==> src/hdl/stl_regs.svh <==
// register offsets, field codes, reset values and timing counts for the torque limit selector
// assumes a 100 MHz clock and a plain strobe register port
//
// Overview of operation
// - internal positive and negative limits, 0..300 percent, reset 300
// - internal limits always apply, in percent of rated torque
// - any effective limit is clamped to the motor maximum torque
// - external positive and negative limits, 0..300 percent, reset 100
// - positive input low: smaller of internal and external positive limit
// - negative input low: smaller of internal and external negative limit
// - limit inputs take effect within 2 ms
// - analog limit applies only in speed or position control; code applies it in every mode but torque, mode code 3 included
// - analog limit uses magnitude and applies to both directions
// - analog terminal is a limit input only when the option selects it
// - analog terminal is feed-forward or limit, never both
// - analog torque reference is scaled by the reference gain
`ifndef STL_REGS_SVH
`define STL_REGS_SVH

// ****************************************
// register offsets
// ****************************************
`define STL_OFS_INT_POS 4'h0
`define STL_OFS_INT_NEG 4'h1
`define STL_OFS_EXT_POS 4'h2
`define STL_OFS_EXT_NEG 4'h3
`define STL_OFS_SPD_OPT 4'h4
`define STL_OFS_GAIN 4'h5
`define STL_OFS_MODE 4'h6
`define STL_OFS_MOTOR_MAX 4'h7
`define STL_OFS_STATUS 4'h8
`define STL_OFS_EFF_POS 4'h9
`define STL_OFS_EFF_NEG 4'hA
`define STL_OFS_AUX_IN 4'hB

// ****************************************
// reset values and ranges
// ****************************************
`define STL_LIMIT_MAX 9'h12C
`define STL_INT_RESET 9'h12C
`define STL_EXT_RESET 9'h064
`define STL_MOTOR_MAX_RESET 9'h12C
`define STL_GAIN_RESET 8'h0A
`define STL_SPD_OPT_RESET 2'h0
`define STL_MODE_RESET 2'h0

// speed control option field codes
`define STL_OPT_NONE 2'h0
`define STL_OPT_ALIMIT 2'h1
`define STL_OPT_FFWD 2'h2
`define STL_OPT_EXT_ALIMIT 2'h3

// control mode codes
`define STL_MODE_SPEED 2'h0
`define STL_MODE_POS 2'h1
`define STL_MODE_TORQUE 2'h2

// ****************************************
// timing
// ****************************************
`define STL_CLK_NS 10
`define STL_INPUT_LAT_NS 2000000
`define STL_SAMPLE_CYC (`STL_INPUT_LAT_NS / `STL_CLK_NS / 2)

`endif

==> src/hdl/stl_pkg.sv <==
// types shared by the torque limit selector
// assumes stl_regs.svh sits beside it
`default_nettype none
package stl_pkg;
  typedef logic [8:0] stl_pct_type;
  typedef struct packed {
    logic we;
    logic re;
    logic [3:0] addr;
    logic [15:0] wdata;
  } stl_bus_req_type;
endpackage : stl_pkg
`default_nettype wire

==> src/hdl/stl_input_sampler.sv <==
// periodic sampler for the low-active limit inputs
// assumes inputs synchronous to clk and a released reset
`default_nettype none
`include "stl_regs.svh"
module stl_input_sampler #(
  parameter int unsigned PERIOD = `STL_SAMPLE_CYC
) (
  input wire logic clk,
  input wire logic rst_n,
  input wire logic [1:0] raw_n,
  output logic [1:0] held_n
);
  import stl_pkg::*;

  logic [31:0] cnt_q;

  // ****************************************
  // sample tick
  // ****************************************
  // sampling halves the 2 ms budget so worst case stays inside it
  always_ff @(posedge clk or negedge rst_n) begin
    if (!rst_n) begin
      cnt_q <= 32'h0;
    end else if (cnt_q >= PERIOD - 1) begin
      cnt_q <= 32'h0;
    end else begin
      cnt_q <= cnt_q + 32'h1;
    end
  end

  // idle high means no limit asserted after reset
  always_ff @(posedge clk or negedge rst_n) begin
    if (!rst_n) begin
      held_n <= 2'h3;
    end else if (cnt_q >= PERIOD - 1) begin
      held_n <= raw_n;
    end
  end
endmodule : stl_input_sampler
`default_nettype wire

==> src/hdl/stl_torque_limit.sv <==
// servo torque limit selector: settings, limit selection and torque clamp
// assumes synchronous inputs, 100 MHz clk, signed analog and command samples
//
// The placing of the registers and the strobed register port are this design's own decisions.
`default_nettype none
`include "stl_regs.svh"
module stl_torque_limit #(
  parameter int unsigned SAMPLE_CYC = `STL_SAMPLE_CYC
) (
  input wire logic clk,
  input wire logic rstn,
  input wire stl_pkg::stl_bus_req_type bus_req,
  output logic [15:0] rdata,
  input wire logic pos_ext_limit_in_n,
  input wire logic neg_ext_limit_in_n,
  input wire logic [1:0] aux_func_in_n,
  input wire logic signed [15:0] analog_ref,
  input wire logic signed [15:0] torque_cmd,
  output logic signed [15:0] torque_out,
  output logic signed [15:0] torque_ffwd,
  output logic [8:0] eff_pos_limit,
  output logic [8:0] eff_neg_limit
);
  import stl_pkg::*;

  // ****************************************
  // reset release
  // ****************************************
  logic rst_s1_q;
  logic rst_n_q;
  always_ff @(posedge clk or negedge rstn) begin
    if (!rstn) begin
      rst_s1_q <= 1'b0;
      rst_n_q <= 1'b0;
    end else begin
      rst_s1_q <= 1'b1;
      rst_n_q <= rst_s1_q;
    end
  end

  // ****************************************
  // settings
  // ****************************************
  stl_pct_type internal_pos_torque_limit_q;
  stl_pct_type internal_neg_torque_limit_q;
  stl_pct_type external_pos_torque_limit_q;
  stl_pct_type external_neg_torque_limit_q;
  stl_pct_type motor_max_q;
  logic [1:0] speed_control_option_q;
  logic [7:0] torque_ref_input_gain_q;
  logic [1:0] control_mode_select_q;

  // values above the range saturate to 300
  function automatic stl_pct_type sat_pct(input logic [15:0] v);
    sat_pct = (v > {7'h0, `STL_LIMIT_MAX}) ? `STL_LIMIT_MAX : v[8:0];
  endfunction : sat_pct

  function automatic stl_pct_type min_pct(input stl_pct_type a, input stl_pct_type b);
    min_pct = (a < b) ? a : b;
  endfunction : min_pct

  always_ff @(posedge clk or negedge rst_n_q) begin
    if (!rst_n_q) begin
      internal_pos_torque_limit_q <= `STL_INT_RESET;
      internal_neg_torque_limit_q <= `STL_INT_RESET;
      external_pos_torque_limit_q <= `STL_EXT_RESET;
      external_neg_torque_limit_q <= `STL_EXT_RESET;
      motor_max_q <= `STL_MOTOR_MAX_RESET;
      speed_control_option_q <= `STL_SPD_OPT_RESET;
      torque_ref_input_gain_q <= `STL_GAIN_RESET;
      control_mode_select_q <= `STL_MODE_RESET;
    end else if (bus_req.we) begin
      unique case (bus_req.addr)
        `STL_OFS_INT_POS: internal_pos_torque_limit_q <= sat_pct(bus_req.wdata);
        `STL_OFS_INT_NEG: internal_neg_torque_limit_q <= sat_pct(bus_req.wdata);
        `STL_OFS_EXT_POS: external_pos_torque_limit_q <= sat_pct(bus_req.wdata);
        `STL_OFS_EXT_NEG: external_neg_torque_limit_q <= sat_pct(bus_req.wdata);
        `STL_OFS_SPD_OPT: speed_control_option_q <= bus_req.wdata[1:0];
        `STL_OFS_GAIN: torque_ref_input_gain_q <= bus_req.wdata[7:0];
        `STL_OFS_MODE: control_mode_select_q <= bus_req.wdata[1:0];
        `STL_OFS_MOTOR_MAX: motor_max_q <= sat_pct(bus_req.wdata);
        default: ;
      endcase
    end
  end

  // ****************************************
  // limit inputs
  // ****************************************
  logic [1:0] terminal_n;
  logic [1:0] held_n;
  // a terminal reads active when any function mapped to it is active
  assign terminal_n = {neg_ext_limit_in_n & aux_func_in_n[1],
                       pos_ext_limit_in_n & aux_func_in_n[0]};

  stl_input_sampler #(
    .PERIOD(SAMPLE_CYC)
  ) u_sampler (
    .clk(clk),
    .rst_n(rst_n_q),
    .raw_n(terminal_n),
    .held_n(held_n)
  );

  // ****************************************
  // analog reference path
  // ****************************************
  logic [15:0] analog_mag;
  logic [23:0] analog_scaled;
  stl_pct_type analog_pct;
  logic alimit_sel;
  logic ffwd_sel;
  logic alimit_on;

  // magnitude only; sign of the reference is ignored
  assign analog_mag = analog_ref[15] ? 16'(-analog_ref) : analog_ref;
  // gain scaled in units of 1/16 percent per count
  assign analog_scaled = 24'(analog_mag) * 24'(torque_ref_input_gain_q);
  assign analog_pct = (analog_scaled[23:4] > {11'h0, `STL_LIMIT_MAX}) ? `STL_LIMIT_MAX
                      : analog_scaled[12:4];
  // option field picks at most one use of the terminal
  assign alimit_sel = (speed_control_option_q == `STL_OPT_ALIMIT);
  assign ffwd_sel = (speed_control_option_q == `STL_OPT_FFWD);
  assign alimit_on = alimit_sel && (control_mode_select_q != `STL_MODE_TORQUE);

  // ****************************************
  // effective limits
  // ****************************************
  stl_pct_type pos_d;
  stl_pct_type neg_d;
  always_comb begin
    pos_d = internal_pos_torque_limit_q;
    neg_d = internal_neg_torque_limit_q;
    if (!held_n[0]) begin
      pos_d = min_pct(pos_d, external_pos_torque_limit_q);
    end
    if (!held_n[1]) begin
      neg_d = min_pct(neg_d, external_neg_torque_limit_q);
    end
    if (alimit_on) begin
      pos_d = min_pct(pos_d, analog_pct);
      neg_d = min_pct(neg_d, analog_pct);
    end
    pos_d = min_pct(pos_d, motor_max_q);
    neg_d = min_pct(neg_d, motor_max_q);
  end

  // recomputed every cycle so writes act without a restart
  always_ff @(posedge clk or negedge rst_n_q) begin
    if (!rst_n_q) begin
      eff_pos_limit <= 9'h0;
      eff_neg_limit <= 9'h0;
    end else begin
      eff_pos_limit <= pos_d;
      eff_neg_limit <= neg_d;
    end
  end

  // ****************************************
  // torque clamp
  // ****************************************
  // command is in percent of rated torque, one count per percent
  logic signed [15:0] pos_lim_s;
  logic signed [15:0] neg_lim_s;
  assign pos_lim_s = $signed({7'h0, eff_pos_limit});
  assign neg_lim_s = -$signed({7'h0, eff_neg_limit});

  // clamp uses the registered limits, adding one cycle of lag
  always_ff @(posedge clk or negedge rst_n_q) begin
    if (!rst_n_q) begin
      torque_out <= 16'sh0;
      torque_ffwd <= 16'sh0;
    end else begin
      if (torque_cmd > pos_lim_s) begin
        torque_out <= pos_lim_s;
      end else if (torque_cmd < neg_lim_s) begin
        torque_out <= neg_lim_s;
      end else begin
        torque_out <= torque_cmd;
      end
      torque_ffwd <= ffwd_sel ? $signed(analog_scaled[19:4]) : 16'sh0;
    end
  end

  // ****************************************
  // register read port
  // ****************************************
  always_ff @(posedge clk or negedge rst_n_q) begin
    if (!rst_n_q) begin
      rdata <= 16'h0;
    end else if (bus_req.re) begin
      unique case (bus_req.addr)
        `STL_OFS_INT_POS: rdata <= {7'h0, internal_pos_torque_limit_q};
        `STL_OFS_INT_NEG: rdata <= {7'h0, internal_neg_torque_limit_q};
        `STL_OFS_EXT_POS: rdata <= {7'h0, external_pos_torque_limit_q};
        `STL_OFS_EXT_NEG: rdata <= {7'h0, external_neg_torque_limit_q};
        `STL_OFS_SPD_OPT: rdata <= {14'h0, speed_control_option_q};
        `STL_OFS_GAIN: rdata <= {8'h0, torque_ref_input_gain_q};
        `STL_OFS_MODE: rdata <= {14'h0, control_mode_select_q};
        `STL_OFS_MOTOR_MAX: rdata <= {7'h0, motor_max_q};
        `STL_OFS_STATUS: rdata <= {12'h0, ffwd_sel, alimit_on, ~held_n};
        `STL_OFS_EFF_POS: rdata <= {7'h0, eff_pos_limit};
        `STL_OFS_EFF_NEG: rdata <= {7'h0, eff_neg_limit};
        `STL_OFS_AUX_IN: rdata <= {14'h0, terminal_n};
        default: rdata <= 16'h0;
      endcase
    end else begin
      rdata <= 16'h0;
    end
  end
endmodule : stl_torque_limit
`default_nettype wire

==> config.mk <==
export PLATFORM = sky130hd
export DESIGN_NAME = stl_torque_limit
export DESIGN_NICKNAME = d
export VERILOG_FILES = /design/src/hdl/stl_pkg.sv /design/src/hdl/stl_input_sampler.sv /design/src/hdl/stl_torque_limit.sv
export VERILOG_INCLUDE_DIRS = /design/src /design/src/hdl
export SDC_FILE = /design/constraint.sdc
export NUM_CORES = 1
export LEC_CHECK = 0
export ABC_AREA = 0
export ABC_CLOCK_PERIOD_IN_PS = 12200
export BUFFER_PORTS_ARGS = -buffer_cell sky130_fd_sc_hd__buf_4
export CAP_MARGIN = 20
export CORE_MARGIN = 4
export CORE_UTILIZATION = 55
export CTS_BUF_LIST = sky130_fd_sc_hd__clkbuf_4 sky130_fd_sc_hd__clkbuf_8
export DETAILED_ROUTE_END_ITERATION = 6
export PLACE_DENSITY = 0.8
export RECOVER_POWER = 50
export SYNTH_ARGS = -nofsm -noshare
export SYNTH_HDL_FRONTEND = slang
export SYNTH_SLANG_ARGS = --single-unit
==> constraint.sdc <==
create_clock -name clk -period 12.2 [get_ports clk]
set_input_delay 0.61 -clock clk [delete_from_list [all_inputs] [get_ports clk]]
set_output_delay 0.61 -clock clk [all_outputs]
set_load 0.005 [all_outputs]
==> run metrics, run 1 <==
largest fanout on the critical path=12; Rows=57; DP HPWL=28430 um; gpl congestion=0.9573; routed vias=11380; Crit-path slowest cell=fa_1; Register Area=3831 um^2; CTS Root Cell=clkbuf_8; most frequent cells in the layout=inv_1, nand2_1, dfrtp_1, ha_1, nor2_1; gr usage total=26.01%; largest family of logic cells by synthesized area=adder cells; peak supply drop=0.3010 mV; post-route worst setup slack=0.8137 ns; Place WS=0.3089 ns; top-area cell type share of the netlist area=23.68%; CP peak stage delay=0.55 ns; wire per inst=18.57 um; final worst-path cycle share=93.33%; most frequent CP cell=a21oi_1; Nets=1865; first drt pass iteration count=5; Fmax=0.08783 GHz; IO Count=126; type of the tightest min-delay check=reg2async; Sink Count=152; final count of hold timing violations=0; core area=24460 um^2; Initial Util=56.17%; post-synthesis register bit count=152; Setup crit start kind=input pin; vias in the first global route=11510; total gr overflow=0; DR iter-0 viols=906; Layout area overhead=11.00%; crit path capture type=register; Worst-Margin Slew=3.558 ns; yosys warns=0; Cells after Synth=1508; outcome=finished, violations left; detail-routed via count per cell=5.850; top cells by area, synth=dfrtp_1, fa_1, ha_1; Final setup viols=0; mux share of post-synthesis cell area=6.019%; Pleak=7.280 nW; commonest non-fill, non-tap cell in the layout=inv_1; final instance area=15250 um^2; Top FF cell, synth=dfrtp_1; Post-Syn Area=13740 um^2; pin count of the biggest net entering global routing=68; # diodes=0; max_slew headroom=-137.2%; Filler cells=2073; Longest Clk Path Bufs=2; Post-CTS Setup Inserts=0; final WL=36130 um; final total power=0.004288 W; FF-to-FF setup slack=1.86 ns; DR DRC count=0; Die Wd=166.1 um; Die Ht=166.1 um; critical path type=in2reg; CTS tree=done; H-tree Lvls=4; Critical Path AT=11.72 ns; max cap viols=1; average cell area after synthesis=9.111 um^2; footprint of the multi-input gates=9112 um^2; Die Area=27570 um^2; Worst Clk Skew=0.01141 ns; ANT nets after route=0; antenna violations before repair=0; dominant cell type by area after synthesis=dfrtp_1; Synth Area in Compound Gates=15.24%; worst skew pair latency=0.46 ns; WHS=0.3660 ns; pwr/cell area=281.2 nW/um^2; WP data required=12.53 ns; post-synthesis simple-gate area fraction=18.82%; violated checks=max-capacitance violations, max-slew violations; ys async rst share=100.0%; Post-synth EDFFs=0; Unique masters post-synth=85; Clk pin slew, worst setup/hold paths=0.08 ns; XOR/XNOR Fraction of Synth Area=3.060%; placed inst area=14850 um^2; Slew Viols, Final=68; share of cells above drive strength 1=14.30%; register area share after synthesis=27.88%; Final min period=11.39 ns; TritonCTS buffer count=17; Post-Synth Adder-Cell Area=22.44%; first-pass GRT wire length=58400 um; port buffer count=118
repair_timing:
item	CTS	global route
hold buffers	1	0
endpoints found under the setup margin	0	16
gates resized for setup	0	2
hold endpoints to repair	2	0
stage by stage:
stage | TNS, ns | std cells | utilization (%)
after global placement | 0 | 1912 | 60.72
after floorplan | 0 | 1529 | -
after global routing | -0.2636 | 1946 | 62.34
final | 0 | 1946 | 62.34
after CTS | 0 | 1945 | 62.45
after detailed placement | 0 | 1912 | 60.72
power by group:
part | switching (W) | total [W] | internal, W | leakage, nW
sequential | 0.000113 | 0.000710 | 0.000597 | 1.93
clock | 0.000191 | 0.000397 | 0.000206 | 0.195
combinational | 0.00191 | 0.00318 | 0.00127 | 5.16
synth_stat cells, drive strengths merged (13+ instances only):
master,number
a211oi,13
a21o,19
a21oi,72
and2,21
buf,20
clkbuf,43
dfrtp,130
dfstp,22
fa,84
ha,112
inv,160
mux2,44
mux2i,21
nand2,131
nand2b,35
nand3,31
nand4,22
nor2,108
nor2b,105
nor3,18
o21ai,99
xnor2,20
xor2,28
kinds of logic after synthesis:
group,Yosys count
AO/OA/AOI/OAI,308
other,2
AND/OR/NAND/NOR,512
flip-flops,152
buffers and inverters,223
adder cells (fa/ha/maj),196
multiplexers,67
XOR/XNOR,48
registers in the layout (all words and copies together) (netlist names), 2 cells and up:
register,count
speed_control_option_q,2
eff_neg_limit,9
u_sampler.held_n,2
torque_out,16
u_sampler.cnt_q,32
internal_neg_torque_limit_q,9
external_pos_torque_limit_q,9
control_mode_select_q,2
eff_pos_limit,9
motor_max_q,9
internal_pos_torque_limit_q,9
rdata,9
torque_ffwd,16
torque_ref_input_gain_q,8
external_neg_torque_limit_q,9
critical path: cells and delay by family:
kind                       cells  cell delay, ns
buffers and inverters          4            0.32
and+or+nand+nor               16            3.01
adders and majority gates      7            3.15
xor gates and xnor gates       1            0.44
AOI/OAI and AO/OA             18            3.81
muxes                          1            0.34
routing by layer:
metal	global-route usage, %	wire, um	up-vias	part of all wire, %
li1	-	-	5315	-
met1	31.88	14560	5508	40
met2	45.15	17810	468	49
met3	5.023	2323	93	6.4
met4	10.72	1435	0	4.0
met5	0	0	-	0
cell type report:
type                            instances  area share (%)
Multi-Input combinational cell       1154           59.75
Sequential cell                       152           25.12
Tap cell                              324           2.658
Clock inverter                          9          0.7548
Inverter                              160           3.938
Timing Repair Buffer                  124           5.825
Clock buffer                           23           1.953
path summary, 6_finish.rpt:
check                                      end                  startpoint  cells after the start
max in group asynchronous     eff_neg_limit[3]                     rst_n_q                      2
setup / recovery              eff_pos_limit[6]               analog_ref[0]                     47
hold reg to reg            u_sampler.cnt_q[31]                     rst_n_q                      0
hold / removal             u_sampler.cnt_q[31]                     rst_n_q                      0
min in group clk                       rst_n_q                    rst_s1_q                      0
setup reg to reg              eff_pos_limit[6]  torque_ref_input_gain_q[7]                     40
Power figures use the tool's default switching activity.
==> run 2: changes to the inputs <==
--- a/config.mk
+++ b/config.mk
@@ -8,7 +8,7 @@
 export LEC_CHECK = 0
 export ABC_AREA = 0
 export ABC_CLOCK_PERIOD_IN_PS = 12200
-export BUFFER_PORTS_ARGS = -buffer_cell sky130_fd_sc_hd__buf_4
+export BUFFER_PORTS_ARGS = -buffer_cell sky130_fd_sc_hd__buf_2
 export CAP_MARGIN = 20
 export CORE_MARGIN = 4
 export CORE_UTILIZATION = 55
==> run 2 against run 1 <==
The run ends with design-rule violations, max-capacitance violations, max-slew violations left. Clock skew increased by 0.0021 ns. Clock power up 1%. Flip-flop and latch count did not move. Final cell count hardly changed. Worst setup slack lost 0.050 ns. Critical path depth down 4. Combinational power hardly changed. Sequential share of layout area rose by 0.50 points. First-iteration DRC count rose by 0.77%. Global-route usage shrank 0.087 points. Worst hold slack lost 0.027 ns. Register-to-register slack worse by 0.10 ns.
==> run metrics, run 2 (same netlist as run 1, synthesis figures left out) <==
Setup crit start kind=input pin; WP data required=12.56 ns; DP HPWL=27740 um; CP peak stage delay=0.75 ns; WHS=0.3393 ns; ANT nets after route=0; core area=24460 um^2; H-tree Lvls=4; CP bufs+invs=4; largest fanout on the critical path=12; critical path type=in2reg; crit path capture type=register; wire per inst=18.29 um; # diodes=0; antenna violations before repair=0; Worst Clk Skew=0.01350 ns; worst reg2reg path depth=37; pin count of the biggest net entering global routing=69; Reg-to-Reg Start=torque_ref_input_gain_q[7]; Crit-path slowest cell=o41ai_4; CTS tree=done; port buffer count=118; Worst-Margin Slew=3.506 ns; routed vias=11350; FF-to-FF setup slack=1.76 ns; most frequent cells in the layout=inv_1, nand2_1, dfrtp_1, ha_1, nor2_1; Initial Util=56.17%; pwr/cell area=284.8 nW/um^2; Die Wd=166.1 um; first drt pass iteration count=7; total gr overflow=0; IO Count=126; Critical Path AT=11.79 ns; Nets=1866; CTS Root Cell=clkbuf_8; Largest register FFs=32; Final min period=11.44 ns; first-pass GRT wire length=58550 um; share of cells above drive strength 1=12.69%; Die Area=27570 um^2; Fmax=0.08744 GHz; Slew Viols, Final=69; register with the most flip-flops=u_sampler.cnt_q; DR DRC count=9; TritonCTS buffer count=17; final worst-path cycle share=93.74%; Longest Clk Path Bufs=2; unrepaired setup endpoints after global routing=no; peak supply drop=0.2871 mV; largest registers=u_sampler.cnt_q: 32 flops, torque_ffwd: 16 flops, torque_out: 16 flops; final count of hold timing violations=0; outcome=finished, violations left; commonest non-fill, non-tap cell in the layout=inv_1; Clk pin slew, worst setup/hold paths=0.09 ns; detail-routed via count per cell=5.831; type of the tightest min-delay check=reg2async; CP delay by family, top=compound AO/OA/AOI/OAI gates; Post-CTS Setup Inserts=0; worst skew pair latency=0.47 ns; violated checks=design-rule violations, max-capacitance violations, max-slew violations; R2R Path End=eff_pos_limit[2]; final WL=35610 um; DR iter-0 viols=913; final total power=0.004259 W; Sink Count=152; gpl congestion=0.9631; Pleak=7.154 nW; Layout area overhead=8.852%; max cap viols=1; Die Ht=166.1 um; gr usage total=25.92%; final setup TNS=0 ns; Final setup viols=0; max_slew headroom=-133.8%; vias in the first global route=11310; Rows=57
==> run 2: where the power goes <==
part / internal, W / switching (W) / leakage [nW]
logic: 0.00124 / 0.00191 / 5.02
registers: 0.000597 / 0.000113 / 1.93
clock network: 0.000192 / 0.000208 / 0.208
==> run 2: worst max-delay path by stage <==
stage,startpoint,to,depth (start not counted),slack (ns)
after detailed placement,analog_ref[0],eff_pos_limit[2],44,0.29
final,analog_ref[0],eff_pos_limit[2],43,0.76
after global routing,analog_ref[0],eff_neg_limit[2],44,0.04
after global placement,analog_ref[0],eff_neg_limit[5],45,0.77
after floorplan,analog_ref[3],eff_neg_limit[1],44,1.45
after CTS,analog_ref[0],eff_pos_limit[2],44,0.80
==> run 2: layout make-up <==
cell class / instances / area [um^2]
clock inverters: 14 / 161.4
multi-input cells: 1154 / 9116
inverters: 160 / 600.6
fillers: 2075 / 9507
well taps: 324 / 405.4
clock buffers: 18 / 247.7
repair buffers: 125 / 593.1
flip-flops and latches: 152 / 3831
==> run 2: metal layers <==
| metal | up-vias | GRT usage (%) | routed length, um |
|---|---|---|---|
| met5 | - | 0 | 0 |
| met3 | 100 | 4.356 | 2223 |
| li1 | 5313 | - | - |
| met2 | 452 | 45.24 | 17730 |
| met1 | 5487 | 32.47 | 14350 |
| met4 | 0 | 9.541 | 1308 |
==> run 2: metrics by stage <==
step | instance area [um^2] | worst slack [ns] | util, % | instances
floorplan | 13820 | 1.447 | - | 1529
global placement | 14570 | 0.7654 | 59.55 | 1913
detailed placement | 14570 | 0.2948 | 59.55 | 1913
CTS | 14990 | 0.7998 | 61.26 | 1946
global route | 14960 | 0.04458 | 61.14 | 1947
finish | 14960 | 0.7633 | 61.14 | 1947
==> run 2: repair_timing <==
action,in CTS,in global routing
endpoints found under the setup margin,0,16
endpoints found under the hold margin,2,0
hold buffers,1,0
resized for setup,0,3
==> run 2: worst register-to-register path, delay by kind of cell (launching register included) <==
| family | cells | cell delay (ns) |
|---|---|---|
| multiplexers | 1 | 0.35 |
| AND/OR/NAND/NOR | 11 | 1.53 |
| flip-flops | 1 | 0.84 |
| AO/OA/AOI/OAI | 15 | 4.24 |
| adder cells (fa/ha/maj) | 7 | 3.19 |
| buffers and inverters | 3 | 0.17 |
==> run 3: changes to the inputs <==
--- a/config.mk
+++ b/config.mk
@@ -8,8 +8,9 @@
 export LEC_CHECK = 0
 export ABC_AREA = 0
 export ABC_CLOCK_PERIOD_IN_PS = 12200
-export BUFFER_PORTS_ARGS = -buffer_cell sky130_fd_sc_hd__buf_2
+export BUFFER_PORTS_ARGS = -buffer_cell sky130_fd_sc_hd__buf_4
 export CAP_MARGIN = 20
+export CORE_ASPECT_RATIO = 1.25
 export CORE_MARGIN = 4
 export CORE_UTILIZATION = 55
 export CTS_BUF_LIST = sky130_fd_sc_hd__clkbuf_4 sky130_fd_sc_hd__clkbuf_8
==> run 3 against run 2 <==
The run ends with max-capacitance violations, max-slew violations left. Non-clock buffer count is 3 higher. Critical path depth is 1 higher. First-iteration DRC count is 22% lower. Wire length is 0.30% higher. Critical path type unchanged.
==> run metrics, run 3 (same netlist as run 1, synthesis figures left out) <==
max cap viols=3; TritonCTS buffer count=17; outcome=finished, violations left; final worst-path cycle share=93.55%; CP peak stage delay=0.76 ns; routed vias=11410; Critical Path AT=11.75 ns; Final min period=11.41 ns; Final setup viols=0; Register Area=3831 um^2; antenna violations before repair=0; worst skew pair latency=0.46 ns; DR DRC count=0; Largest register FFs=32; peak supply drop=0.2590 mV; vias in the first global route=11470; core area=24580 um^2; Die Area=27590 um^2; H-tree Lvls=4; largest registers=u_sampler.cnt_q: 32 flops, torque_ffwd: 16 flops, torque_out: 16 flops; worst hold stages=0; first drt pass iteration count=7; unrepaired setup endpoints after global routing=no; CP delay by family, top=compound AO/OA/AOI/OAI gates; gpl congestion=0.9738; pwr/cell area=279.6 nW/um^2; max_slew headroom=-124.9%; DR iter-0 viols=716; first-pass GRT wire length=57980 um; footprint of the multi-input gates=9125 um^2; Layout area overhead=11.19%; # diodes=0; critical path type=in2reg; Worst-Margin Slew=3.373 ns; port buffer count=118; most frequent cells in the layout=inv_1, nand2_1, dfrtp_1, ha_1, nor2_1; fin util=62.14%; WP data required=12.54 ns; pin count of the biggest net entering global routing=68; Worst Clk Skew=0.01503 ns; IO Count=126; share of cells above drive strength 1=14.39%; Worst Hold Launch=rst_s1_q; final count of hold timing violations=0; Setup crit start kind=input pin; Longest Clk Path Bufs=2; Filler cells=2068; detail-routed via count per cell=5.835; Slew Viols, Final=155; WHS Endpoint=rst_n_q; Reg-to-Reg Start=torque_ref_input_gain_q[7]; final setup TNS=0 ns; gr usage total=26.46%; most frequent CP cell=a21oi_1; Rows=64; worst reg2reg path depth=37; post-route worst setup slack=0.7874 ns; CP bufs+invs=4; crit path capture type=register; DP HPWL=28340 um; final WL=35710 um; Fmax=0.08762 GHz; Sink Count=152; wire per inst=18.26 um; ANT nets after route=0; Die Ht=184.7 um; Place WS=0.2017 ns; Clk pin slew, worst setup/hold paths=0.08 ns; Nets=1869; Die Wd=149.4 um; CTS tree=done; commonest non-fill, non-tap cell in the layout=inv_1; Initial Util=55.89%; type of the tightest min-delay check=reg2reg; register with the most flip-flops=u_sampler.cnt_q; CTS Root Cell=clkbuf_8; Crit-path slowest cell=o41ai_4; Pleak=7.292 nW; violated checks=max-capacitance violations, max-slew violations; FF-to-FF setup slack=1.84 ns; total gr overflow=0; largest fanout on the critical path=12; R2R Path End=eff_pos_limit[4]
## run 3: worst max path at each step
stage / start / end / depth (start not counted)
floorplan: analog_ref[3] / eff_neg_limit[1] / 44
global placement: analog_ref[0] / eff_neg_limit[1] / 44
detailed placement: analog_ref[0] / eff_neg_limit[5] / 44
CTS: analog_ref[0] / eff_neg_limit[5] / 44
global route: analog_ref[0] / eff_pos_limit[4] / 44
finish: analog_ref[0] / eff_pos_limit[4] / 44
## run 3: metal layers
layer / vias to the layer above / routed length [um] / global-route usage (%)
li1: 5322 / - / -
met5: - / 0 / 0
met2: 420 / 18600 / 48.68
met3: 111 / 1904 / 4.083
met4: 0 / 1800 / 12.53
met1: 5560 / 13400 / 29.84
## run 3: timing repair
item / in CTS / in global routing
gates resized for setup: 0 / 4
setup endpoints to repair: 0 / 16
hold endpoints to repair: 2 / 0
setup buffers: 0 / 2
hold buffers: 1 / 0
## run 3: per-stage QoR
step / cell area (um^2) / power [W] / instances / hold WS, ns
final: 15280 / 0.004271 / 1956 / 0.3444
after CTS: 15290 / 0.004275 / 1954 / 0.3487
after global placement: 14880 / 0.003805 / 1921 / 0.3352
after detailed placement: 14880 / 0.003875 / 1921 / 0.3397
after global routing: 15280 / 0.004695 / 1956 / 0.3620
after floorplan: 13820 / 0.003129 / 1529 / 0.3144
## run 3: cell type report
type,instances,area share [%]
well taps,330,2.703
multi-input cells,1154,59.73
clock inverters,11,0.8108
inverters,160,3.931
repair buffers,128,5.938
flip-flops and latches,152,25.08
clock buffers,21,1.810
## run 3: report_power, final
| group | switching (W) | leakage [nW] | internal, W |
|---|---|---|---|
| combinational | 0.00191 | 5.16 | 0.00127 |
| sequential | 0.000115 | 1.93 | 0.000597 |
| clock | 0.000188 | 0.199 | 0.000197 |
